File: config.mk
export PLATFORM = sky130hd
export DESIGN_NAME = tgc_top
export DESIGN_NICKNAME = d
export VERILOG_FILES = /design/src/include/tgc_pkg.sv /design/src/hdl/tgc_top.sv
export VERILOG_INCLUDE_DIRS = /design/src /design/src/include
export SDC_FILE = /design/constraint.sdc
export NUM_CORES = 1
export LEC_CHECK = 0
export BUFFER_PORTS_ARGS = -buffer_cell sky130_fd_sc_hd__buf_4
export CORE_MARGIN = 4
export CORE_UTILIZATION = 40
export CTS_CLUSTER_SIZE = 14
export DETAILED_ROUTE_END_ITERATION = 6
export PLACE_DENSITY = 0.67
export SETUP_SLACK_MARGIN = 0.02
export SYNTH_ARGS = -nofsm -noshare
export SYNTH_HDL_FRONTEND = slang
export SYNTH_SLANG_ARGS = --single-unit
File: constraint.sdc
create_clock -name aclk -period 2.4 [get_ports aclk]
set_input_delay 0.24 -clock aclk [delete_from_list [all_inputs] [get_ports aclk]]
set_output_delay 0.24 -clock aclk [all_outputs]
set_load 0.02 [all_outputs]
File: src/include/tgc_defs.svh
// Register offsets, field positions, reset values and timing counts
`ifndef TGC_DEFS_SVH
`define TGC_DEFS_SVH
`define TGC_ADDR_W        8
`define TGC_RUN_OFS       8'h00
`define TGC_MODE_OFS      8'h04
`define TGC_PSC_OFS       8'h08
`define TGC_RUN_W         10
`define TGC_RUN_RST       10'h000
`define TGC_MODE_W        3
`define TGC_MODE_RST      3'h0
`define TGC_MODE_CH5_BIT  2
`define TGC_MODE_CH4_BIT  1
`define TGC_MODE_CH3_BIT  0
`define TGC_PSC_W         5
`define TGC_PSC_RST       5'h00
`define TGC_NUM_CH        10
`define TGC_CNT_W         16
`define TGC_DIV_STEPS     6
`define TGC_DIV_W         5
`define TGC_RESP_OKAY     2'h0
`define TGC_RESP_SLVERR   2'h2
`endif

File: src/include/tgc_pkg.sv
// Types shared by the timer global control block
package tgc_pkg;
  typedef enum logic [1:0] {
    TGC_REG_RUN,
    TGC_REG_MODE,
    TGC_REG_PSC,
    TGC_REG_NONE
  } tgc_reg_e;

  typedef struct packed {
    logic       pwm_enable_ch5;
    logic       pwm_enable_ch4;
    logic       pwm_enable_ch3;
  } tgc_mode_s;

  typedef struct packed {
    logic       timer_io_a_ch5;
    logic [2:0] timer_io_ch4;
    logic [2:0] timer_io_ch3;
    logic       period_b_ch5;
    logic       period_d_ch4;
    logic       period_d_ch3;
  } tgc_pwm_route_s;

  typedef logic [9:0][15:0] tgc_cnt_t;
  typedef logic [9:1][2:0]  tgc_sel_t;
endpackage

File: src/hdl/tgc_top.sv
// Timer unit global control: run bits, PWM mode select, prescaler, counters
//
// The register addresses and the AXI4-Lite register port were decided locally.
`timescale 1ns/10ps
`include "tgc_defs.svh"

module tgc_top
  import tgc_pkg::*;
(
  input  wire logic                   aclk,
  input  wire logic                   aresetn,
  input  wire logic                   standby,
  input  wire tgc_sel_t               chan_clk_sel,
  input  wire logic [`TGC_ADDR_W-1:0] s_axi_awaddr,
  input  wire logic                   s_axi_awvalid,
  output logic                        s_axi_awready,
  input  wire logic [31:0]            s_axi_wdata,
  input  wire logic [3:0]             s_axi_wstrb,
  input  wire logic                   s_axi_wvalid,
  output logic                        s_axi_wready,
  output logic [1:0]                  s_axi_bresp,
  output logic                        s_axi_bvalid,
  input  wire logic                   s_axi_bready,
  input  wire logic [`TGC_ADDR_W-1:0] s_axi_araddr,
  input  wire logic                   s_axi_arvalid,
  output logic                        s_axi_arready,
  output logic [31:0]                 s_axi_rdata,
  output logic [1:0]                  s_axi_rresp,
  output logic                        s_axi_rvalid,
  input  wire logic                   s_axi_rready,
  output logic [`TGC_RUN_W-1:0]       run_ch,
  output tgc_mode_s                   mode,
  output tgc_pwm_route_s              pwm_route,
  output logic                        first_stage_tick,
  output logic [`TGC_DIV_STEPS-1:0]   stage2_tick,
  output tgc_cnt_t                    free_running_counter
);

  logic [`TGC_RUN_W-1:0]     run_r;
  tgc_mode_s                 mode_r;
  logic [`TGC_PSC_W-1:0]     psc_r;
  logic [`TGC_PSC_W-1:0]     psc_cnt_r;
  logic                      psc_tick_r;
  logic [`TGC_DIV_W-1:0]     div_r;
  logic [`TGC_DIV_STEPS-1:0] tick_r;
  logic [`TGC_DIV_STEPS-1:0] tick_nxt;
  tgc_cnt_t                  cnt_r;
  tgc_pwm_route_s            route_r;
  logic                      awready_r;
  logic                      wready_r;
  logic                      bvalid_r;
  logic [1:0]                bresp_r;
  logic                      arready_r;
  logic                      rvalid_r;
  logic [1:0]                rresp_r;
  logic [31:0]               rdata_r;
  logic [`TGC_ADDR_W-1:0]    waddr_r;
  logic                      wr_en;
  logic                      rd_en;
  tgc_reg_e                  wr_idx;
  tgc_reg_e                  rd_idx;

  // Address decode shared by read and write paths
  function automatic tgc_reg_e dec(input logic [`TGC_ADDR_W-1:0] a);
    unique case (a)
      `TGC_RUN_OFS:  dec = TGC_REG_RUN;
      `TGC_MODE_OFS: dec = TGC_REG_MODE;
      `TGC_PSC_OFS:  dec = TGC_REG_PSC;
      default:       dec = TGC_REG_NONE;
    endcase
  endfunction

  // Tick picked by a channel clock select; codes 6 and 7 give none
  function automatic logic sel_tick(input logic [2:0] sel,
                                    input logic [`TGC_DIV_STEPS-1:0] t);
    sel_tick = (sel < 3'h6) ? t[sel] : 1'b0;
  endfunction

  // Write address and data taken together
  always_ff @(posedge aclk) begin
    if (!aresetn) begin
      awready_r <= 1'b0;
      wready_r  <= 1'b0;
      waddr_r   <= '0;
    end else if (awready_r) begin
      awready_r <= 1'b0;
      wready_r  <= 1'b0;
    end else if (s_axi_awvalid && s_axi_wvalid && !bvalid_r) begin
      awready_r <= 1'b1;
      wready_r  <= 1'b1;
      waddr_r   <= s_axi_awaddr;
    end
  end

  assign wr_en  = awready_r && s_axi_awvalid && s_axi_wvalid;
  assign wr_idx = dec(waddr_r);

  // Write response
  always_ff @(posedge aclk) begin
    if (!aresetn) begin
      bvalid_r <= 1'b0;
      bresp_r  <= `TGC_RESP_OKAY;
    end else if (wr_en) begin
      bvalid_r <= 1'b1;
      bresp_r  <= (wr_idx == TGC_REG_NONE) ? `TGC_RESP_SLVERR : `TGC_RESP_OKAY;
    end else if (s_axi_bready) begin
      bvalid_r <= 1'b0;
    end
  end

  // Read address accept
  always_ff @(posedge aclk) begin
    if (!aresetn) begin
      arready_r <= 1'b0;
    end else begin
      arready_r <= s_axi_arvalid && !arready_r && !rvalid_r;
    end
  end

  assign rd_en  = arready_r && s_axi_arvalid;
  assign rd_idx = dec(s_axi_araddr);

  // Read data; unused upper bits read zero
  always_ff @(posedge aclk) begin
    if (!aresetn) begin
      rvalid_r <= 1'b0;
      rresp_r  <= `TGC_RESP_OKAY;
      rdata_r  <= 32'h0000_0000;
    end else if (rd_en) begin
      rvalid_r <= 1'b1;
      rresp_r  <= `TGC_RESP_OKAY;
      rdata_r  <= 32'h0000_0000;
      unique case (rd_idx)
        TGC_REG_RUN:  rdata_r[`TGC_RUN_W-1:0]  <= run_r;
        TGC_REG_MODE: rdata_r[`TGC_MODE_W-1:0] <= mode_r;
        TGC_REG_PSC:  rdata_r[`TGC_PSC_W-1:0]  <= psc_r;
        TGC_REG_NONE: rresp_r <= `TGC_RESP_SLVERR;
      endcase
    end else if (s_axi_rready) begin
      rvalid_r <= 1'b0;
    end
  end

  // Run register; standby clears it like reset
  always_ff @(posedge aclk) begin
    if (!aresetn || standby) begin
      run_r <= `TGC_RUN_RST;
    end else if (wr_en && wr_idx == TGC_REG_RUN) begin
      if (s_axi_wstrb[0]) begin
        run_r[7:0] <= s_axi_wdata[7:0];
      end
      if (s_axi_wstrb[1]) begin
        run_r[9:8] <= s_axi_wdata[9:8];
      end
    end
  end

  // Mode register; upper bits not stored
  always_ff @(posedge aclk) begin
    if (!aresetn || standby) begin
      mode_r <= `TGC_MODE_RST;
    end else if (wr_en && wr_idx == TGC_REG_MODE && s_axi_wstrb[0]) begin
      mode_r <= s_axi_wdata[`TGC_MODE_W-1:0];
    end
  end

  // Prescaler register; bits 7..5 dropped
  always_ff @(posedge aclk) begin
    if (!aresetn || standby) begin
      psc_r <= `TGC_PSC_RST;
    end else if (wr_en && wr_idx == TGC_REG_PSC && s_axi_wstrb[0]) begin
      psc_r <= s_axi_wdata[`TGC_PSC_W-1:0];
    end
  end

  // First stage divider, one tick every psc_r plus one cycles
  always_ff @(posedge aclk) begin
    if (!aresetn) begin
      psc_cnt_r  <= '0;
      psc_tick_r <= 1'b0;
    end else if (psc_cnt_r >= psc_r) begin
      psc_cnt_r  <= '0;
      psc_tick_r <= 1'b1;
    end else begin
      psc_cnt_r  <= psc_cnt_r + 5'h01;
      psc_tick_r <= 1'b0;
    end
  end

  // Second stage divider over first stage ticks
  always_comb begin
    tick_nxt[0] = psc_tick_r;
    for (int k = 1; k < `TGC_DIV_STEPS; k++) begin
      tick_nxt[k] = psc_tick_r && ((div_r | ~(5'h1f >> (`TGC_DIV_W - k))) == 5'h1f);
    end
  end

  always_ff @(posedge aclk) begin
    if (!aresetn) begin
      div_r  <= '0;
      tick_r <= '0;
    end else begin
      tick_r <= tick_nxt;
      if (psc_tick_r) begin
        div_r <= div_r + 5'h01;
      end
    end
  end

  // Free-running counters; channel 0 on the first stage tick, channels 1 to 9 on the tick chan_clk_sel picks
  always_ff @(posedge aclk) begin
    if (!aresetn) begin
      cnt_r <= '0;
    end else begin
      if (run_r[0] && tick_r[0]) begin
        cnt_r[0] <= cnt_r[0] + 16'h0001;
      end
      for (int c = 1; c < `TGC_NUM_CH; c++) begin
        if (run_r[c] && sel_tick(chan_clk_sel[c], tick_r)) begin
          cnt_r[c] <= cnt_r[c] + 16'h0001;
        end
      end
    end
  end

  // PWM pin and register roles
  always_ff @(posedge aclk) begin
    if (!aresetn) begin
      route_r <= '0;
    end else begin
      route_r.timer_io_a_ch5 <= mode_r.pwm_enable_ch5;
      route_r.period_b_ch5   <= mode_r.pwm_enable_ch5;
      route_r.timer_io_ch4   <= {3{mode_r.pwm_enable_ch4}};
      route_r.period_d_ch4   <= mode_r.pwm_enable_ch4;
      route_r.timer_io_ch3   <= {3{mode_r.pwm_enable_ch3}};
      route_r.period_d_ch3   <= mode_r.pwm_enable_ch3;
    end
  end

  assign s_axi_awready        = awready_r;
  assign s_axi_wready         = wready_r;
  assign s_axi_bvalid         = bvalid_r;
  assign s_axi_bresp          = bresp_r;
  assign s_axi_arready        = arready_r;
  assign s_axi_rvalid         = rvalid_r;
  assign s_axi_rresp          = rresp_r;
  assign s_axi_rdata          = rdata_r;
  assign run_ch               = run_r;
  assign mode                 = mode_r;
  assign pwm_route            = route_r;
  assign first_stage_tick     = psc_tick_r;
  assign stage2_tick          = tick_r;
  assign free_running_counter = cnt_r;

  // Checks
  logic [5:0] gap_r;
  logic       gap_ok_r;

  always_ff @(posedge aclk) begin
    if (!aresetn) begin
      gap_r    <= 6'h01;
      gap_ok_r <= 1'b0;
    end else begin
      gap_r <= psc_tick_r ? 6'h01 : gap_r + 6'h01;
      if (standby || (wr_en && wr_idx == TGC_REG_PSC)) begin
        gap_ok_r <= 1'b0;
      end else if (psc_tick_r) begin
        gap_ok_r <= 1'b1;
      end
    end
  end
endmodule

* After elaboration in Yosys (flattened, before gate mapping)
Cells that the tools add are included.
** Operators by class
- Reductions and logical operators :: 43
- Add/sub/neg operators :: 12
- Muxes and demuxes :: 40
- Order comparisons :: 19
- Equality and inequality tests :: 14
- Bitwise operators :: 2
** Operators with widths (number)
- $add 16x1->16 const B :: 10
- $lt 3x4->1 const B :: 9
- $bmux 1 s3 :: 9
- $logic_and 1x1->1 :: 27
- $lt 3x3->1 const B :: 9
- $mux 1 :: 24
- $eq 8x3->1 const B :: 2
- $eq 8x4->1 const B :: 2
- $logic_not 8->1 :: 2
- $pmux 2 s3 :: 2
- $add 5x1->5 const B :: 2
- $eq 2x2->1 const B :: 5
- $pmux 3 s3 :: 1
- $reduce_and 2->1 :: 3
- $eq 5x5->1 const B :: 1
- $ge 5x5->1 :: 1
- $mux 5 :: 1
- $eq 2x1->1 const B :: 2
- $eq 4x4->1 const B :: 1
- $logic_not 1->1 :: 4
- $logic_not 2->1 :: 2
- $mux 2 :: 2
- $pmux 2 s2 :: 1
- $reduce_bool 2->1 :: 2
- 4 further kinds :: 6
** Storage, ports and cells
- Input bits :: 87
- Word-level logic and storage cells :: 164
- Register bits :: 227

* Longest topological paths before layout
- Depth after elaboration :: 5
- Gate-level depth with buffers :: 8

* Least setup slack after synthesis
OpenSTA, ideal clock, no wires.
- Path kind :: reg2reg
- Start point :: register tick_r[1], in the netlist stage2_tick[1]
- End point :: register cnt_r (netlist bit free_running_counter[95])
- Arrival :: 2.030 ns
- Required time :: 2.330 ns
- Setup slack :: 0.299 ns
- Library setup time :: 0.070 ns
- Cell stages (with the launch flop) :: 6
- Cells stage by stage :: dfxtp_1 mux4_2 nor2_1 or4_4 or4_1 a21oi_1
** On the way
- Longest elaborated chain between the ends :: 4
** RTL lines
- from (decl) :: RTL line tgc_top.sv:45 : logic [`TGC_DIV_STEPS-1:0] tick_r;
- from (signal assigned) :: RTL line tgc_top.sv:203 : tick_r <= tick_nxt;
- $bmux 1 s3 :: RTL line tgc_top.sv:76 : sel_tick = (sel < 3'h6) ? t[sel] : 1'b0;
- $mux 1 (implied by the code) :: RTL line tgc_top.sv:76
- $mux 1 :: RTL line tgc_top.sv:76
- $logic_and 1x1->1 :: RTL line tgc_top.sv:219 : if (run_r[c] && sel_tick(chan_clk_sel[c], tick_r)) begin
- to (signal, indexed assignment) :: RTL line tgc_top.sv:220 : cnt_r[c] <= cnt_r[c] + 16'h0001;
- to (decl) :: RTL line tgc_top.sv:47 : tgc_cnt_t cnt_r;
Every way passes these cells. The select of a mux whose other input is x is not followed.
A chain may end at the register's enable or synchronous reset.

* Worst setup path after layout
- Start point :: register tick_r[0], in the netlist stage2_tick[0]
- End point :: register cnt_r (netlist bit free_running_counter[29])
The elaborated chain is that of the path after synthesis.

==> reports/metrics.cfg <==
[critical_path]
cp_max_fo=14
worstPathArrival_ps=2650
endpoint_kind=flip-flop
cp.required_ps=2830
ff2ff_path_depth=7
cp-start-kind=flip-flop
worstSetupPathType=reg2reg

[placement]
hpwl_mm=21.5
gp_congestion=0.808
dpl-instance-area_um2=12900
preCtsSetupSlack_ps=199
port_buffers=269

[route]
wirelength_mm=29.6
dr.pass1.iters=5
drc=0
vias=9677
avgRoutedWirePerCell_um=16.1
post_drt_via_cell_ratio=5.25
drt-initial-drc-count=687
postRouteAntennaNets=0

[floorplanning]
die_y_um=170
die_area_um2=29000
num_rows=59
start_util_pct=40.6
ios=318
core_area_um2=26000
die_w_um=170

[sta]
setup_tns_ps=0
setup_viol=0
clock.fmax_mhz=450
finalHoldViolCount=0
slew-limit-headroom_pct=52.8
period_minus_slack_ps=2220
setup_ws_ps=179
clock_skew_ps=7.77
slew_viol_final=0
tightest_slew_ps=702
rsz0062_at_grt=no
period_share_pct=92.6

[synthesis]
async_flop_share_pct=0
synth_edf_count=0
yosys_register_bits=223
yosysUniqueCellTypes=55
ys.flop_type=dfxtp_1
yosysSeqAreaShare_pct=42.3
synth_area_leaders=dfxtp_1, xnor2_1, nor2_1
yosysWarnings=0
syn_area_per_cell_um2=8.73
synth_area_um2=10500
synth.top_cell.area_share_pct=42.3
synth.most_common_cell=dfxtp_1
synthesis.instances=1208
synth_top_area_cell=dfxtp_1
netlist_top_cells_count=dfxtp_1, nor2_1, nand2_1

[clocking]
cts_max_path_buffers=3
htree_levels=1
cts_setup_buffers=0
cts_made_buffers=25
cts_tree=yes
path_clk_slew_ps=60
clkSinkCount=223
clk_latency_ps=510
clockRootBuffer=clkbuf_16

[global_routing]
grt_max_degree=115
antenna_found_initial=0
overflow=0
globalRouteTotalUtil_pct=19.5
grt_pass1_wl_mm=47.4
grt_pass1_vias=9192

[run_status]
status=finished clean

[final_layout]
diodes=0
area_delta_synth_final_pct=32.2
drive_above_1_share_pct=23.9
design_area_um2=13900
nets=1598
utilization_pct=53.7

[min_path]
holdPathStages=2
hp-class=in2reg

[power]
leakagePower_nw=5.52
ir_drop_mv=0.432
power_density_nw_per_um2=588

[flow_run]
max_cap_violations=0

routing by layer:
metal | part of all wire (%) | GRT usage (%)
met3 | 6.8 | 4.32
met1 | 44 | 25.4
met5 | 0 | 0
met2 | 46 | 32.7
met4 | 2.7 | 5.31
through the flow:
step | hold slack (ps) | total power [W] | cells
2_1_floorplan | 376 | 0.00404 | 1231
3_3_place_gp | 439 | 0.00417 | 1780
3_5_place_dp | 443 | 0.00417 | 1780
4_1_cts | 4.37 | 0.00830 | 1844
5_1_grt | 9.84 | 0.00846 | 1844
6_report | 28.8 | 0.00820 | 1844
critical path, stage by stage, from the launching register on:
cell and delay [ps]:
dfxtp_1 470, buf_4 220, mux4_2 230, nor2_1 50, or2_0 250, buf_4 200, or4_1 530, a21oi_1 180
cells by family (layout without fill, tap and decap cells):
logic type	after synthesis	after routing	synth area share [%]
muxes	65	65	7.21
adders and majority gates	19	19	2.25
DFF	223	223	42.3
AOI/OAI and AO/OA	128	128	7.24
buffers and inverters	107	385	5.01
and+or+nand+nor	562	562	27.4
other	1	24	0.0356
xor gates and xnor gates	103	103	8.55
flip-flops by register name, indices dropped and copies added, names as in the netlist, 3 cells and up:
signal,cells
psc_r,5
s_axi_rdata,10
run_ch,10
pwm_route,3
stage2_tick,6
mode,3
div_r,5
free_running_counter,160
waddr_r,8
psc_cnt_r,5
final cells by class:
type,instances,area (um^2)
clock inverter,10,153
fill,2411,12000
inverter,29,111
sequential,223,4460
tap,335,419
clock buffer,34,729
timing repair buffer,312,2420
multi-input combinational,901,5650
worst paths after layout:
kind	start	to	slack (ps)
min	s_axi_arvalid	s_axi_arready	30
max	stage2_tick[0]	free_running_counter[29]	180
max reg2reg	stage2_tick[0]	free_running_counter[29]	180
min reg2reg	waddr_r[5]	waddr_r[5]	450
power breakdown:
| part | total (W) | internal, W | switching, W |
|---|---|---|---|
| sequential | 0.00374 | 0.00372 | 0.0000186 |
| combinational | 0.000381 | 0.000162 | 0.000219 |
| clock | 0.00408 | 0.00254 | 0.00153 |
| total | 0.00820 | 0.00642 | 0.00177 |
timing repair:
item,CTS,global route
endpoints found under the hold margin,28,0
endpoints found under the setup margin,0,4
hold buffers,20,0
resized for setup,0,2
placed cells by master, fill, tap and decap left out, drive strengths merged, types with 34 or more instances in the layout:
master and n:
buf 292, dfxtp 223, nor2 163, nand2 93, xnor2 90, nand3 54
a21oi 53, mux2i 49, nor4 38, nor3 38, clkbuf 34
Note: power is estimated with default switching activity, not from simulation.
